--- src/rtl/rbms_pkg.sv ---
// package of constants and carrier types for the reset, boot mode and memory select block
// assumes a single processor clock domain; no other file is required
package rbms_pkg;
    // mode pin bundle as sampled during reset
    typedef struct packed {
        logic ackStyle;
        logic memMode;
        logic bootOff;
        logic bootSrc;
    } rbms_mode_s;

    // program overlay decode result
    typedef struct packed {
        logic external;
        logic upperBit;
        logic [12:0] lowAddr;
    } rbms_ovl_s;

    typedef enum logic [2:0] {
        ST_RESET,
        ST_BYTE_BOOT,
        ST_HOST_BOOT,
        ST_RUN
    } rbms_state_e;

    // apb register offsets (byte addresses)
    localparam logic [11:0] OFS_CONTROL = 12'h000;
    localparam logic [11:0] OFS_STATUS = 12'h004;
    localparam logic [11:0] OFS_OVERLAY = 12'h008;
    localparam logic [11:0] OFS_DATA_MEMORY_WAIT_STATES = 12'h00c;
    localparam logic [11:0] OFS_MODE_STATUS_REGISTER = 12'h010;

    // field positions
    localparam int CTL_BUS_REQ = 0;
    localparam int CTL_WORD_LOADED = 1;
    localparam int CTL_PM0_WRITTEN = 2;

    // reset values
    localparam logic [2:0] RST_OVERLAY = 3'h0;
    localparam logic [2:0] RST_DATA_MEMORY_WAIT_STATES = 3'h0;
    localparam logic [6:0] RST_MODE_STATUS_REGISTER = 7'h00;
    localparam logic [11:0] RST_IMASK = 12'h000;
    localparam logic [3:0] STACK_EMPTY = 4'h0;

    // memory figures
    localparam int BOOT_WORDS = 32;
    localparam int DM_USER_WORDS = 16352;
    localparam int DM_CTRL_REGS = 32;
    localparam int PM_WIDTH = 24;
    localparam int HOST_BUS_WIDTH = 16;
    localparam int OVL_WORDS = 8192;
    localparam logic [13:0] OVL_WIN_LO = 14'h2000;
    localparam logic [13:0] OVL_WIN_HI = 14'h3fff;
    localparam logic [13:0] BOOT_START_PC = 14'h0000;
    localparam logic [13:0] EXT_START_PC = 14'h0000;

    // power-up hold on the input clock; board side obligation
    localparam int PWRUP_INPUT_CLOCK_CYCLES = 2000;
endpackage

--- src/rtl/rbms_overlay_decode.sv ---
// program overlay selector decode
// assumes combinational use by the main block on the same clock
module rbms_overlay_decode (
    input wire logic [2:0] overlaySel, // program_overlay_select value
    input wire logic [13:0] addr, // program address
    input wire logic hostMode, // host memory mode
    output rbms_pkg::rbms_ovl_s ovl // decode result
);
    logic inWindow;
    assign inWindow = (addr >= rbms_pkg::OVL_WIN_LO) && (addr <= rbms_pkg::OVL_WIN_HI);

    always_comb begin
        ovl = '0;
        if (inWindow && (overlaySel == 3'h1)) begin
            ovl.external = 1'b1;
            ovl.upperBit = 1'b0;
            ovl.lowAddr = addr[12:0];
        end else if (inWindow && (overlaySel == 3'h2)) begin
            ovl.external = 1'b1;
            ovl.upperBit = 1'b1;
            ovl.lowAddr = addr[12:0];
        end
        // host mode: only the single low address line leaves the chip
        if (hostMode) begin
            ovl.upperBit = 1'b0;
            ovl.lowAddr = {12'h000, addr[0]};
        end
    end
endmodule

--- src/rtl/rbms_wait_gen.sv ---
// data memory wait state stretcher
// assumes a one-cycle access request pulse from the main block
module rbms_wait_gen #(
    parameter int WAIT_W = 3 // width of the wait state count
) (
    input wire logic clk_sys, // processor clock
    input wire logic rstN, // synchronised reset, active low
    input wire logic start, // access request pulse
    input wire logic external, // access targets external memory
    input wire logic [WAIT_W-1:0] waitStates, // programmed wait states
    output logic busy, // access still stretched
    output logic done // access complete pulse
);
    logic [WAIT_W-1:0] count;
    logic active;

    always_ff @(posedge clk_sys or negedge rstN) begin
        if (!rstN) begin
            count <= '0;
            active <= 1'b0;
        end else if (start && external && (waitStates != '0)) begin
            count <= waitStates;
            active <= 1'b1;
        end else if (active) begin
            count <= count - 1'b1;
            if (count == {{(WAIT_W-1){1'b0}}, 1'b1}) begin
                active <= 1'b0;
            end
        end
    end

    always_ff @(posedge clk_sys or negedge rstN) begin
        if (!rstN) begin
            done <= 1'b0;
        end else begin
            // internal or zero-wait accesses finish in the next cycle
            done <= (start && (!external || (waitStates == '0)))
                || (active && (count == {{(WAIT_W-1){1'b0}}, 1'b1}));
        end
    end

    assign busy = active;
endmodule

--- src/rtl/rbms_top.sv ---
// reset sequencing, boot mode capture and memory select for the processor core
// assumes mode pins are asynchronous; boot progress arrives as apb control writes on clk_sys
// Contract
// - later resets keep the clock running and need no stabilisation wait
// - reset empties stacks, masks all interrupts, clears mode status
// - boot runs at release only without pending bus request and boot selected
// - after boot, first fetch is from on-chip program address zero
// - mode pins are sampled only while reset is low
// - memory-mode pin 0 selects full mode, 1 selects host mode
// - boot-enable pin 0 enables auto boot, 1 disables it
// - boot-source pin 0 selects byte dma, 1 selects host dma
// - byte boot loads 32 words and holds execution until all loaded
// - full mode without boot starts at external address zero, no dma wait
// - host boot holds execution until internal program address zero written
// - host mode ack is driven when style pin 0, open-source when 1
// - overlay 1 and 2 map window with upper bit 0 and 1; else internal
// - host mode overlay uses one address line; no external execution
// - internal data memory 16352 words plus 32 registers, single cycle
// - external data accesses stretched by programmed wait states
// - full mode program memory 24 bits with two 8k external overlays
//
// The register addresses and the APB slave port are this design's own decisions.
module rbms_top (
    input wire logic clk_sys, // processor clock
    input wire logic reset_n, // master reset, active low
    input wire logic modeAPin, // boot source strap
    input wire logic modeBPin, // boot enable strap
    input wire logic modeDPin, // ack style strap
    input wire logic sharedFlagPinIn, // shared_flag_pin level, mode c strap
    output logic sharedFlagPinOut, // shared_flag_pin output value
    output logic sharedFlagPinOe, // shared_flag_pin output enable
    input wire logic hostAccessAckReq, // core wants to assert host_access_ack (active low pin)
    output logic hostAccessAckOut, // host_access_ack pin value
    output logic hostAccessAckOe, // host_access_ack output enable
    input wire logic [13:0] pmAddr, // program memory address
    output rbms_pkg::rbms_ovl_s pmOvl, // overlay decode result
    output logic pmExtExecAllowed, // external program execution possible
    input wire logic dmStart, // data memory access pulse
    input wire logic dmExternal, // data access targets external space
    output logic dmBusy, // data access stretched
    output logic dmDone, // data access complete pulse
    output logic coreRun, // execution enabled
    output logic [13:0] startPc, // first fetch address
    output logic startExternal, // first fetch from external memory
    output logic [11:0] imask, // interrupt mask
    output logic [3:0] stackPtr, // stack pointer
    output logic [6:0] modeStatus, // mode_status_register
    output logic bootByteDmaReq, // byte_memory_dma boot in progress
    output logic bootHostDma, // host_internal_dma boot in progress
    input wire logic [11:0] paddr, // apb address
    input wire logic psel, // apb select
    input wire logic penable, // apb enable
    input wire logic pwrite, // apb direction
    input wire logic [31:0] pwdata, // apb write data
    output logic [31:0] prdata, // apb read data
    output logic pready, // apb ready
    output logic pslverr // apb error
);
    logic rstMeta, rstN;
    logic [3:0] pinMeta, pinSync;
    rbms_pkg::rbms_mode_s sampled, mode;
    rbms_pkg::rbms_state_e state, next_state;
    logic busReq, wordLoaded, pm0Written;
    logic [5:0] bootCount;
    logic released;
    logic [2:0] overlaySel;
    logic [2:0] dwaitReg;
    logic [6:0] mstatReg;
    logic apbWr, apbRd, addrOk;
    logic busReqEvt, wordEvt, pm0Evt;

    // reset release through two flops; clock stays running across resets
    always_ff @(posedge clk_sys or negedge reset_n) begin
        if (!reset_n) begin
            rstMeta <= 1'b0;
            rstN <= 1'b0;
        end else begin
            rstMeta <= 1'b1;
            rstN <= rstMeta;
        end
    end

    // pin synchronisers; no reset, so the straps are seen while reset is held
    always_ff @(posedge clk_sys) begin
        pinMeta <= {modeDPin, sharedFlagPinIn, modeBPin, modeAPin};
        pinSync <= pinMeta;
    end

    // straps tracked only while reset is held
    always_ff @(posedge clk_sys) begin
        if (!rstN) begin
            sampled.ackStyle <= pinSync[3];
            sampled.memMode <= pinSync[2];
            sampled.bootOff <= pinSync[1];
            sampled.bootSrc <= pinSync[0];
        end
    end

    // latch at release, hold until next reset
    always_ff @(posedge clk_sys or negedge reset_n) begin
        if (!reset_n) begin
            mode <= '0;
            released <= 1'b0;
        end else if (!rstN) begin
            released <= 1'b0;
        end else if (!released) begin
            mode <= sampled;
            released <= 1'b1;
        end
    end

    // the mode c strap shares the flag pin; the device never drives it during reset
    assign sharedFlagPinOut = 1'b0;
    assign sharedFlagPinOe = 1'b0;

    // host ack drive style
    always_comb begin
        hostAccessAckOut = !hostAccessAckReq;
        hostAccessAckOe = 1'b0;
        if (released && mode.memMode) begin
            if (!mode.ackStyle) begin
                hostAccessAckOe = 1'b1;
            end else begin
                // open-source: drive only the high level, pull-down gives low
                hostAccessAckOe = !hostAccessAckReq;
                hostAccessAckOut = 1'b1;
            end
        end
    end

    // boot sequencer
    always_comb begin
        next_state = state;
        case (state)
            rbms_pkg::ST_RESET: begin
                if (!released) begin
                    next_state = rbms_pkg::ST_RESET;
                end else if (busReq || mode.bootOff) begin
                    next_state = rbms_pkg::ST_RUN;
                end else if (mode.bootSrc) begin
                    next_state = rbms_pkg::ST_HOST_BOOT;
                end else begin
                    next_state = rbms_pkg::ST_BYTE_BOOT;
                end
            end
            rbms_pkg::ST_BYTE_BOOT: begin
                if (bootCount == 6'(rbms_pkg::BOOT_WORDS)) begin
                    next_state = rbms_pkg::ST_RUN;
                end
            end
            rbms_pkg::ST_HOST_BOOT: begin
                if (pm0Written) begin
                    next_state = rbms_pkg::ST_RUN;
                end
            end
            rbms_pkg::ST_RUN: begin
                next_state = rbms_pkg::ST_RUN;
            end
            default: begin
                next_state = rbms_pkg::ST_RESET;
            end
        endcase
    end

    always_ff @(posedge clk_sys or negedge reset_n) begin
        if (!reset_n) begin
            state <= rbms_pkg::ST_RESET;
        end else if (!rstN) begin
            state <= rbms_pkg::ST_RESET;
        end else begin
            state <= next_state;
        end
    end

    // boot word counter
    always_ff @(posedge clk_sys or negedge reset_n) begin
        if (!reset_n) begin
            bootCount <= 6'h00;
        end else if (state != rbms_pkg::ST_BYTE_BOOT) begin
            bootCount <= 6'h00;
        end else if (wordLoaded && (bootCount != 6'(rbms_pkg::BOOT_WORDS))) begin
            bootCount <= bootCount + 6'h01;
        end
    end

    // start address chosen at release
    always_ff @(posedge clk_sys or negedge reset_n) begin
        if (!reset_n) begin
            startPc <= 14'h0000;
            startExternal <= 1'b0;
        end else if (state == rbms_pkg::ST_RESET && released) begin
            if (next_state == rbms_pkg::ST_RUN && !mode.memMode && mode.bootOff) begin
                startPc <= rbms_pkg::EXT_START_PC;
                startExternal <= 1'b1;
            end else begin
                startPc <= rbms_pkg::BOOT_START_PC;
                startExternal <= 1'b0;
            end
        end
    end

    assign coreRun = (state == rbms_pkg::ST_RUN);
    assign bootByteDmaReq = (state == rbms_pkg::ST_BYTE_BOOT);
    assign bootHostDma = (state == rbms_pkg::ST_HOST_BOOT);

    // master reset state of the core
    always_ff @(posedge clk_sys or negedge reset_n) begin
        if (!reset_n) begin
            imask <= rbms_pkg::RST_IMASK;
            stackPtr <= rbms_pkg::STACK_EMPTY;
        end else if (!rstN) begin
            imask <= rbms_pkg::RST_IMASK;
            stackPtr <= rbms_pkg::STACK_EMPTY;
        end
    end

    // apb slave, zero wait states
    assign pready = 1'b1;
    assign apbWr = psel && penable && pwrite;
    assign apbRd = psel && !pwrite;

    always_comb begin
        addrOk = 1'b0;
        if (paddr == rbms_pkg::OFS_CONTROL) begin
            addrOk = 1'b1;
        end else if (paddr == rbms_pkg::OFS_STATUS) begin
            addrOk = 1'b1;
        end else if (paddr == rbms_pkg::OFS_OVERLAY) begin
            addrOk = 1'b1;
        end else if (paddr == rbms_pkg::OFS_DATA_MEMORY_WAIT_STATES) begin
            addrOk = 1'b1;
        end else if (paddr == rbms_pkg::OFS_MODE_STATUS_REGISTER) begin
            addrOk = 1'b1;
        end
    end
    assign pslverr = psel && penable && !addrOk;

    // control strobes from software, one cycle each
    assign busReqEvt = apbWr && (paddr == rbms_pkg::OFS_CONTROL);
    assign wordEvt = busReqEvt && pwdata[rbms_pkg::CTL_WORD_LOADED];
    assign pm0Evt = busReqEvt && pwdata[rbms_pkg::CTL_PM0_WRITTEN];
    assign wordLoaded = wordEvt;

    always_ff @(posedge clk_sys or negedge reset_n) begin
        if (!reset_n) begin
            busReq <= 1'b0;
        end else if (busReqEvt) begin
            busReq <= pwdata[rbms_pkg::CTL_BUS_REQ];
        end
    end

    always_ff @(posedge clk_sys or negedge reset_n) begin
        if (!reset_n) begin
            pm0Written <= 1'b0;
        end else if (!rstN) begin
            pm0Written <= 1'b0;
        end else if (pm0Evt) begin
            pm0Written <= 1'b1;
        end
    end

    always_ff @(posedge clk_sys or negedge reset_n) begin
        if (!reset_n) begin
            overlaySel <= rbms_pkg::RST_OVERLAY;
            dwaitReg <= rbms_pkg::RST_DATA_MEMORY_WAIT_STATES;
        end else if (apbWr && (paddr == rbms_pkg::OFS_OVERLAY)) begin
            overlaySel <= pwdata[2:0];
        end else if (apbWr && (paddr == rbms_pkg::OFS_DATA_MEMORY_WAIT_STATES)) begin
            dwaitReg <= pwdata[2:0];
        end
    end

    always_ff @(posedge clk_sys or negedge reset_n) begin
        if (!reset_n) begin
            mstatReg <= rbms_pkg::RST_MODE_STATUS_REGISTER;
        end else if (!rstN) begin
            mstatReg <= rbms_pkg::RST_MODE_STATUS_REGISTER;
        end else if (apbWr && (paddr == rbms_pkg::OFS_MODE_STATUS_REGISTER)) begin
            mstatReg <= pwdata[6:0];
        end
    end
    assign modeStatus = mstatReg;

    always_ff @(posedge clk_sys or negedge reset_n) begin
        if (!reset_n) begin
            prdata <= 32'h00000000;
        end else if (apbRd && !penable) begin
            if (paddr == rbms_pkg::OFS_CONTROL) begin
                prdata <= {31'h00000000, busReq};
            end else if (paddr == rbms_pkg::OFS_STATUS) begin
                prdata <= {16'h0000, 2'h0, bootCount, pm0Written, released,
                    mode.ackStyle, mode.memMode, mode.bootOff, mode.bootSrc,
                    coreRun, startExternal};
            end else if (paddr == rbms_pkg::OFS_OVERLAY) begin
                prdata <= {29'h00000000, overlaySel};
            end else if (paddr == rbms_pkg::OFS_DATA_MEMORY_WAIT_STATES) begin
                prdata <= {29'h00000000, dwaitReg};
            end else if (paddr == rbms_pkg::OFS_MODE_STATUS_REGISTER) begin
                prdata <= {25'h0000000, mstatReg};
            end else begin
                prdata <= 32'h00000000;
            end
        end
    end

    // full mode gives a 24-bit program space with two external overlays
    assign pmExtExecAllowed = released && !mode.memMode;

    rbms_overlay_decode u_ovl (
        .overlaySel(overlaySel),
        .addr(pmAddr),
        .hostMode(mode.memMode),
        .ovl(pmOvl)
    );

    rbms_wait_gen #(
        .WAIT_W(3)
    ) u_wait (
        .clk_sys(clk_sys),
        .rstN(rstN),
        .start(dmStart),
        .external(dmExternal),
        .waitStates(dwaitReg),
        .busy(dmBusy),
        .done(dmDone)
    );
endmodule

--- config.mk ---
export PLATFORM = sky130hd
export DESIGN_NAME = rbms_top
export DESIGN_NICKNAME = d
export VERILOG_FILES = /design/src/rtl/rbms_pkg.sv /design/src/rtl/rbms_overlay_decode.sv /design/src/rtl/rbms_wait_gen.sv /design/src/rtl/rbms_top.sv
export SDC_FILE = /design/constraint.sdc
export NUM_CORES = 1
export LEC_CHECK = 0
export BUFFER_PORTS_ARGS = -buffer_cell sky130_fd_sc_hd__buf_2
export CAP_MARGIN = 20
export CORE_MARGIN = 5
export CORE_UTILIZATION = 30
export DETAILED_ROUTE_END_ITERATION = 8
export SETUP_SLACK_MARGIN = 0.15
export SLEW_MARGIN = 20
export SYNTH_ARGS = -nofsm -noshare
export SYNTH_HDL_FRONTEND = slang
export SYNTH_SLANG_ARGS = --single-unit
--- constraint.sdc ---
create_clock -name clk_sys -period 1.45 [get_ports clk_sys]
set_input_delay 0.145 -clock clk_sys [delete_from_list [all_inputs] [get_ports clk_sys]]
set_output_delay 0.145 -clock clk_sys [all_outputs]
set_load 0.01 [all_outputs]
==> impl_summary.log, run 1 <==
INFO  metric outcome = complete, but fails checks
INFO  metric violated_checks = setup timing
INFO  metric tritoncts_num_sinks = 63
INFO  metric synth-adder-area-share = about 1.5%
INFO  metric count_of_mapped_cells_out_of_synthesis = roughly 310
INFO  metric initialDrtViolationCount = ~140
INFO  metric muxShareOfSynthArea = under 10%
INFO  metric worst_ir_drop_vdd = between 0.4 and 0.5 mV
INFO  metric routed_wirelength = roughly 9600 um
INFO  metric synth_simple_gate_area_share = between 15 and 20%
INFO  metric synth_enable_flop_cells = 4
INFO  metric numCtsBuffers = 9
INFO  metric fin_total_pwr = between 4 and 5 mW
INFO  metric synth-compound-area-share = between 10% and 20%
INFO  metric grt_use_total = 13.1%
INFO  metric hold_path.startpoint = dmStart
INFO  metric timing.final.ws_setup = -0.223 ns
INFO  metric rr_endpoint = bootCount[3]
INFO  metric finish.utilization = 45.0%
INFO  metric synth_async_sr_flop_share = 81.0%
INFO  metric port_buffers = 90
INFO  metric insertion_delay = between 0.3 and 0.4 ns
INFO  metric dominantRegCellSynth = sky130_fd_sc_hd__dfrtp_1
INFO  metric drt-wirelength-per-cell = 15.6 um
INFO  metric setup-violations-final = 22
INFO  metric r2r_slack = -0.14 ns
INFO  metric synth_xor_xnor_area_share = 0.799%
INFO  metric grt_pass1_vias = between 2000 and 3000
INFO  metric cts-root-buf = sky130_fd_sc_hd__clkbuf_8
INFO  metric h-tree-depth = 3
INFO  metric cts.path.max_buffers = 2
INFO  metric die_x = 115 um
INFO  metric drtAntennaViolNets = 0
INFO  metric mean_instance_size_in_the_synthesized_netlist = 10.5 um^2
INFO  metric via_count = approximately 2800
INFO  metric detailed_place_hpwl = around 6700 um
INFO  metric yosys-top-cells-area = sky130_fd_sc_hd__dfrtp_1 (39%), sky130_fd_sc_hd__buf_4 (12%), sky130_fd_sc_hd__dfxtp_1 (4.9%)
INFO  metric synth_cell_type_count = 53
INFO  metric synthDominantCellAreaShare = roughly two fifths
INFO  metric critPathArrivalTime = around 1.5 ns
INFO  metric post-place-ws = -0.277 ns
INFO  metric gp_congestion = 0.817
INFO  metric remaining_drc_errors = 0
INFO  metric firstDrtPassIters = 4
INFO  metric power_density = roughly 850 nW/um^2
INFO  metric max_cap_violations = 0
INFO  metric finalCritPeriodShare = 115%
INFO  metric dominant_cell_type_by_area_after_synthesis = sky130_fd_sc_hd__dfrtp_1
INFO  metric criticalPathCategory = flip-flop to primary output
INFO  metric min_to = u_wait.done
INFO  metric worst_hold_path_type = primary input to flip-flop
INFO  metric layout-drive-gt1-share = between 50% and 60%
INFO  metric whs_path_depth = 2
INFO  metric floorplan.die_area = 13200 um^2
INFO  metric layoutNonFillerInstCount = 617
INFO  metric fmax = 598 MHz
INFO  metric final.min_clock_period = approximately 1.7 ns
INFO  metric critical_path.startpoint_type = flip-flop
INFO  metric hold_viol = 0
INFO  metric synth_sequential_area_ratio = approximately 47%
INFO  metric rsz0062_at_grt = yes
INFO  metric dieHeight = between 100 and 150 um
INFO  metric ys.warnings.count = 0
INFO  metric synth_seq_cells = 63
INFO  metric initial_utilization = a little under a third
INFO  metric drv_slew = 0
INFO  metric io_pins = 167
INFO  metric antenna_found_initial = 2
INFO  metric r2r-start = bootCount[0]
INFO  metric ff2ff_path_depth = 6
INFO  metric grt_overflow = 0
INFO  metric worst_setup_path_end_kind = primary output
INFO  metric cts.clk_slew.worst_paths = approximately 0.07 ns
INFO  metric critical_path.max_fanout = 6
INFO  metric core_region = about 11000 um^2
INFO  metric row_count = 38
INFO  metric cp_data_required_time = between 1 and 1.5 ns
INFO  metric grt_first_pass_wirelength = around 14000 um
INFO  metric grt_max_degree = 47
INFO  metric via_per_inst = between 4 and 5
INFO  metric cts_tree = built
INFO  metric layout.nets = about 550
INFO  metric signed_area_change_from_the_synthesized_netlist_to_the_final_layout = 47.8%
INFO  metric netlist_area = 3290 um^2
INFO  metric finClkSkew = 0.0125 ns
INFO  metric synth_top_family_by_area = simple AND/OR/NAND/NOR gates
INFO  metric place_inst = ~560
INFO  metric total_leakage_power = around 2.4 nW
==> logic make-up after synthesis <==
logic type / count (synthesis)
compound gates: 52
xor+xnor: 3
fa+ha+maj: 4
buf+inv: 74
flops: 63
mux: 19
other cells: 2
simple gates: 97
==> cell type report <==
cell class	instances	area (um^2)
inverters	13	50.0
repair buffers	156	1130
clock inverters	7	96.3
diodes	1	2.50
fillers	995	5930
multi-input cells	228	1720
flip-flops and latches	63	1560
well taps	140	175
clock buffers	9	124
==> Yosys cell counts, types with 2 or more instances <==
cell	number
sky130_fd_sc_hd__nor2_1	19
sky130_fd_sc_hd__conb_1	2
sky130_fd_sc_hd__nor3_2	2
sky130_fd_sc_hd__nand2_1	17
sky130_fd_sc_hd__a221o_1	5
sky130_fd_sc_hd__o211ai_1	3
sky130_fd_sc_hd__a21o_1	2
sky130_fd_sc_hd__buf_4	51
sky130_fd_sc_hd__a221oi_1	3
sky130_fd_sc_hd__and4_1	2
sky130_fd_sc_hd__or4_1	4
sky130_fd_sc_hd__ha_1	4
sky130_fd_sc_hd__inv_1	12
sky130_fd_sc_hd__nor3_1	3
sky130_fd_sc_hd__o21a_1	2
sky130_fd_sc_hd__nand4_1	8
sky130_fd_sc_hd__edfxtp_1	4
sky130_fd_sc_hd__mux2_2	11
sky130_fd_sc_hd__nand2b_1	3
sky130_fd_sc_hd__clkbuf_1	8
sky130_fd_sc_hd__nor4b_1	3
sky130_fd_sc_hd__mux2i_1	8
sky130_fd_sc_hd__or2_2	2
sky130_fd_sc_hd__o21ai_0	9
sky130_fd_sc_hd__and2_1	16
sky130_fd_sc_hd__nor4_4	2
sky130_fd_sc_hd__nor3b_1	2
sky130_fd_sc_hd__dfxtp_1	8
sky130_fd_sc_hd__xnor2_1	3
sky130_fd_sc_hd__a21oi_1	7
sky130_fd_sc_hd__nand3_1	3
sky130_fd_sc_hd__a22o_1	8
sky130_fd_sc_hd__o31ai_1	8
sky130_fd_sc_hd__dfrtp_1	51
==> flip-flops by register name (all words and copies together), names as in the netlist, 3 cells and up <==
name and cells:
overlaySel 3, sampled 4, dwaitReg 3, modeStatus 7
state 3, pinMeta 4, prdata 14, mode 4
u_wait.count 3, pinSync 4, bootCount 6
==> per-layer routing <==
metal / GRT usage, % / wire length (um) / vias to the layer above
met4: 3.91 / 153 / 2
met3: 5.02 / 798 / 16
met1: 15.4 / 3660 / 1375
met2: 22.4 / 4970 / 106
met5: 0 / 13 / -
li1: - / - / 1330
==> stage by stage <==
step                hold slack, ns  area [um^2]  setup TNS, ns
CTS                         0.0202         4450          -3.70
global placement             0.149         3950          -4.34
finish                      0.0332         4860          -3.50
floorplan                   -0.151         3520         -0.146
global route                0.0240         4860          -5.23
detailed placement           0.158         3950          -5.23
==> where the power goes <==
| group | total (mW) | switching [mW] | internal [mW] | leakage [nW] |
|---|---|---|---|---|
| Sequential | 1.90 | 0.0603 | 1.84 | 0.779 |
| Clock | 1.71 | 0.736 | 0.970 | 0.103 |
| Combinational | 0.540 | 0.303 | 0.238 | 1.52 |
==> critical path, stage by stage (launching register included) <==
cell,delay [ns]
sky130_fd_sc_hd__dfrtp_1,0.43
sky130_fd_sc_hd__xnor2_2,0.18
sky130_fd_sc_hd__nor3_2,0.16
sky130_fd_sc_hd__buf_4,0.18
sky130_fd_sc_hd__and2_4,0.15
sky130_fd_sc_hd__buf_6,0.10
==> cells in the final DEF, fill, tap and decap left out, drive strengths merged, types with 5 or more instances in the layout <==
cell type	synthesis	routed
buf	53	151
conb	2	53
dfrtp	51	51
nor2	19	19
nand2	17	17
and2	16	16
inv	12	13
mux2	11	11
clkbuf	8	9
o21ai	9	9
nand4	8	8
mux2i	8	8
a22o	8	8
dfxtp	8	8
o31ai	8	8
a21oi	7	7
a221o	5	5
dlygate4sd3	0	5
nor3	5	5
==> repair_timing <==
action / CTS / global route
hold endpoints to repair: 50 / 0
hold buffers: 5 / 0
pin swaps: 19 / 35
endpoints found under the setup margin: 38 / 46
resized for setup: 27 / 68
cloned: 1 / 0
buffers inserted: 15 / 15
==> worst max-delay path by stage <==
stage	start	end	slack (ns)
floorplan	paddr[10]	dwaitReg[0]	-0.04
global placement	paddr[10]	bootCount[2]	-0.25
detailed placement	paddr[10]	bootCount[2]	-0.28
CTS	overlaySel[1]	pmOvl[2]	-0.27
global route	overlaySel[1]	pmOvl[5]	-0.30
finish	overlaySel[1]	pmOvl[4]	-0.22
No activity file was read; power rests on OpenSTA's default activity.
==> inputs of run 2 (changes only) <==
==> constraint.sdc (replaced) <==
create_clock -name clk_sys -period 1.45 [get_ports clk_sys]
set_input_delay 0.0725 -clock clk_sys [delete_from_list [all_inputs] [get_ports clk_sys]]
set_output_delay 0.0725 -clock clk_sys [all_outputs]
set_load 0.01 [all_outputs]
==> run 2 against run 1 <==
Compared with the run above:
- core utilization shrank 1.2 points
- the flow still finishes with violations (setup timing)
- largest power group unchanged
- largest cell class unchanged
- via count decreased by 1.5%
- critical path type unchanged
- cell area decreased by 2.7%
- total power shrank 2.9%
- wire length decreased by 2.2%
- sequential power hardly changed
==> impl_summary.log, run 2 (synthesized netlist as in run 1, its figures left out) <==
INFO  metric path_depth = 5
INFO  metric firstDrtPassIters = 4
INFO  metric cts.clk_slew.worst_paths = 0.07 ns
INFO  metric io_pins = ~170
INFO  metric rsz0062_at_grt = yes
INFO  metric detailed_place_hpwl = approximately 6800 um
INFO  metric floorplan.die_area = roughly 13000 um^2
INFO  metric dieHeight = approximately 110 um
INFO  metric pwr-share-clk = 39.9%
INFO  metric layout-drive-gt1-share = a little under half
INFO  metric setup-violations-final = 20
INFO  metric tritoncts_num_sinks = between 60 and 70
INFO  metric crit_slowest_cell = sky130_fd_sc_hd__dfrtp_1
INFO  metric critical_path.startpoint_type = flip-flop
INFO  metric layout.nets = between 500 and 600
INFO  metric worst_hold_path_type = primary input to flip-flop
INFO  metric largest_register = prdata
INFO  metric drv_slew = 0
INFO  metric finClkSkew = about 0.012 ns
INFO  metric p_sw_share = approximately a quarter
INFO  metric hold-worst-slack = between 0.03 and 0.04 ns
INFO  metric cp_data_required_time = about 1.4 ns
INFO  metric core_region = between 10000 and 15000 um^2
INFO  metric initialDrtViolationCount = between 100 and 150
INFO  metric timing.final.ws_setup = -0.140 ns
INFO  metric grt_first_pass_wirelength = around 14000 um
INFO  metric post-place-ws = -0.281 ns
INFO  metric criticalPathCategory = flip-flop to primary output
INFO  metric timing.critical_path.mode_cell = sky130_fd_sc_hd__buf_6
INFO  metric total_leakage_power = approximately 2.3 nW
INFO  metric crit_family = simple AND/OR/NAND/NOR gates
INFO  metric signed_area_change_from_the_synthesized_netlist_to_the_final_layout = 43.9%
INFO  metric initial_utilization = roughly 30%
INFO  metric grt_overflow = 0
INFO  metric cp_num_buf_inv = 2
INFO  metric grt_use_total = 13.3%
INFO  metric max_cap_violations = 0
INFO  metric layout_commonest_cell = sky130_fd_sc_hd__buf_2
INFO  metric worst_setup_path_end_kind = primary output
INFO  metric final.min_clock_period = about 1.6 ns
INFO  metric critical_path.max_fanout = 6
INFO  metric final.setup.tns = -1.92 ns
INFO  metric min_to = overlaySel[0]
INFO  metric routed_wirelength = ~9400 um
INFO  metric timing.critical_path.slowest_cell_delay = 0.41 ns
INFO  metric via_per_inst = 4.57
INFO  metric grt_pass1_vias = about 2600
INFO  metric power_density = about 850 nW/um^2
INFO  metric h-tree-depth = 3
INFO  metric row_count = 38
INFO  metric grt_max_degree = 29
INFO  metric p_comb_share = roughly an eighth
INFO  metric cts.path.max_buffers = 2
INFO  metric layout_common_cells = sky130_fd_sc_hd__buf_2 (75), sky130_fd_sc_hd__conb_1 (53), sky130_fd_sc_hd__dfrtp_1 (47)
INFO  metric cts_tree = built
INFO  metric worst_ir_drop_vdd = around 0.51 mV
INFO  metric gp_congestion = slightly above 0.8
INFO  metric port_buffers = 90
INFO  metric r2r-start = bootCount[0]
INFO  metric largest_reg_flops = 14
INFO  metric p_int = 3.00 mW
INFO  metric via_count = around 2800
INFO  metric outcome = complete, but fails checks
INFO  metric antenna_found_initial = 1
INFO  metric fmax = 629 MHz
INFO  metric rr_endpoint = bootCount[1]
INFO  metric violated_checks = setup timing
INFO  metric hold_path.startpoint = pwdata[0]
INFO  metric crit_path_cell_trace = nand2b_4, nor3_4, buf_6, and2_4, buf_6
INFO  metric insertedDiodeCount = 0
INFO  metric hold_viol = 0
INFO  metric critPathArrivalTime = roughly 1.5 ns
INFO  metric finalCritPeriodShare = 110%
INFO  metric seq_power_share = a little under half
INFO  metric die_x = 115 um
INFO  metric whs_path_depth = 2
INFO  metric numCtsBuffers = 9
INFO  metric cts-root-buf = sky130_fd_sc_hd__clkbuf_8
INFO  metric ff2ff_path_depth = 7
INFO  metric drtAntennaViolNets = 0
INFO  metric insertion_delay = approximately 0.34 ns
INFO  metric power.net_switching = slightly above 1 mW
INFO  metric drt-wirelength-per-cell = between 15 and 20 um
INFO  metric r2r_slack = -0.06 ns
INFO  metric remaining_drc_errors = 0
run 2: worst max-delay path by stage:
stage	endpoint	start
after global placement	bootCount[3]	paddr[10]
after floorplan	bootCount[2]	bootCount[0]
after detailed placement	bootCount[3]	paddr[10]
final	pmOvl[10]	overlaySel[2]
after global routing	pmOvl[10]	overlaySel[2]
after CTS	pmOvl[1]	overlaySel[0]
run 2: power by group through the flow:
stage | Combinational [mW] | Sequential (mW) | Clock (mW)
after floorplan | 0.329 | 1.92 | 0
after global placement | 0.428 | 1.93 | 0
after detailed placement | 0.437 | 1.93 | 0
after CTS | 0.480 | 1.90 | 1.65
after global routing | 0.566 | 1.91 | 1.72
final | 0.514 | 1.91 | 1.61
run 2: layer usage:
layer,track usage (%),routed length [um]
met5,0,7
met3,4.81,827
met1,15.8,3710
met4,3.21,129
met2,22.9,4720
run 2: final cells by class:
class	count	area, um^2
timing repair buffer	150	1080
inverter	13	50.0
sequential	63	1560
fill	999	6060
clock buffer	14	173
multi-input combinational	228	1660
tap	140	175
clock inverter	2	37.5
run 2: metrics by stage:
step                      area [um^2]  std cells  utilization (%)  power, mW
after floorplan                  3510        365                -       2.25
after global placement           3950        565             36.6       2.36
after detailed placement         3950        565             36.6       2.37
after CTS                        4480        602             41.5       4.03
after global routing             4730        610             43.9       4.20
final                            4730        610             43.9       4.03
run 2: repair_timing:
action                                 in CTS  in global routing
setup endpoints to repair                  27                 52
setup buffers                              10                  8
resized for setup                          32                 45
endpoints found under the hold margin      27                  0
pin swaps                                  23                 24
cloned                                      1                  0
hold buffers                               10                  0
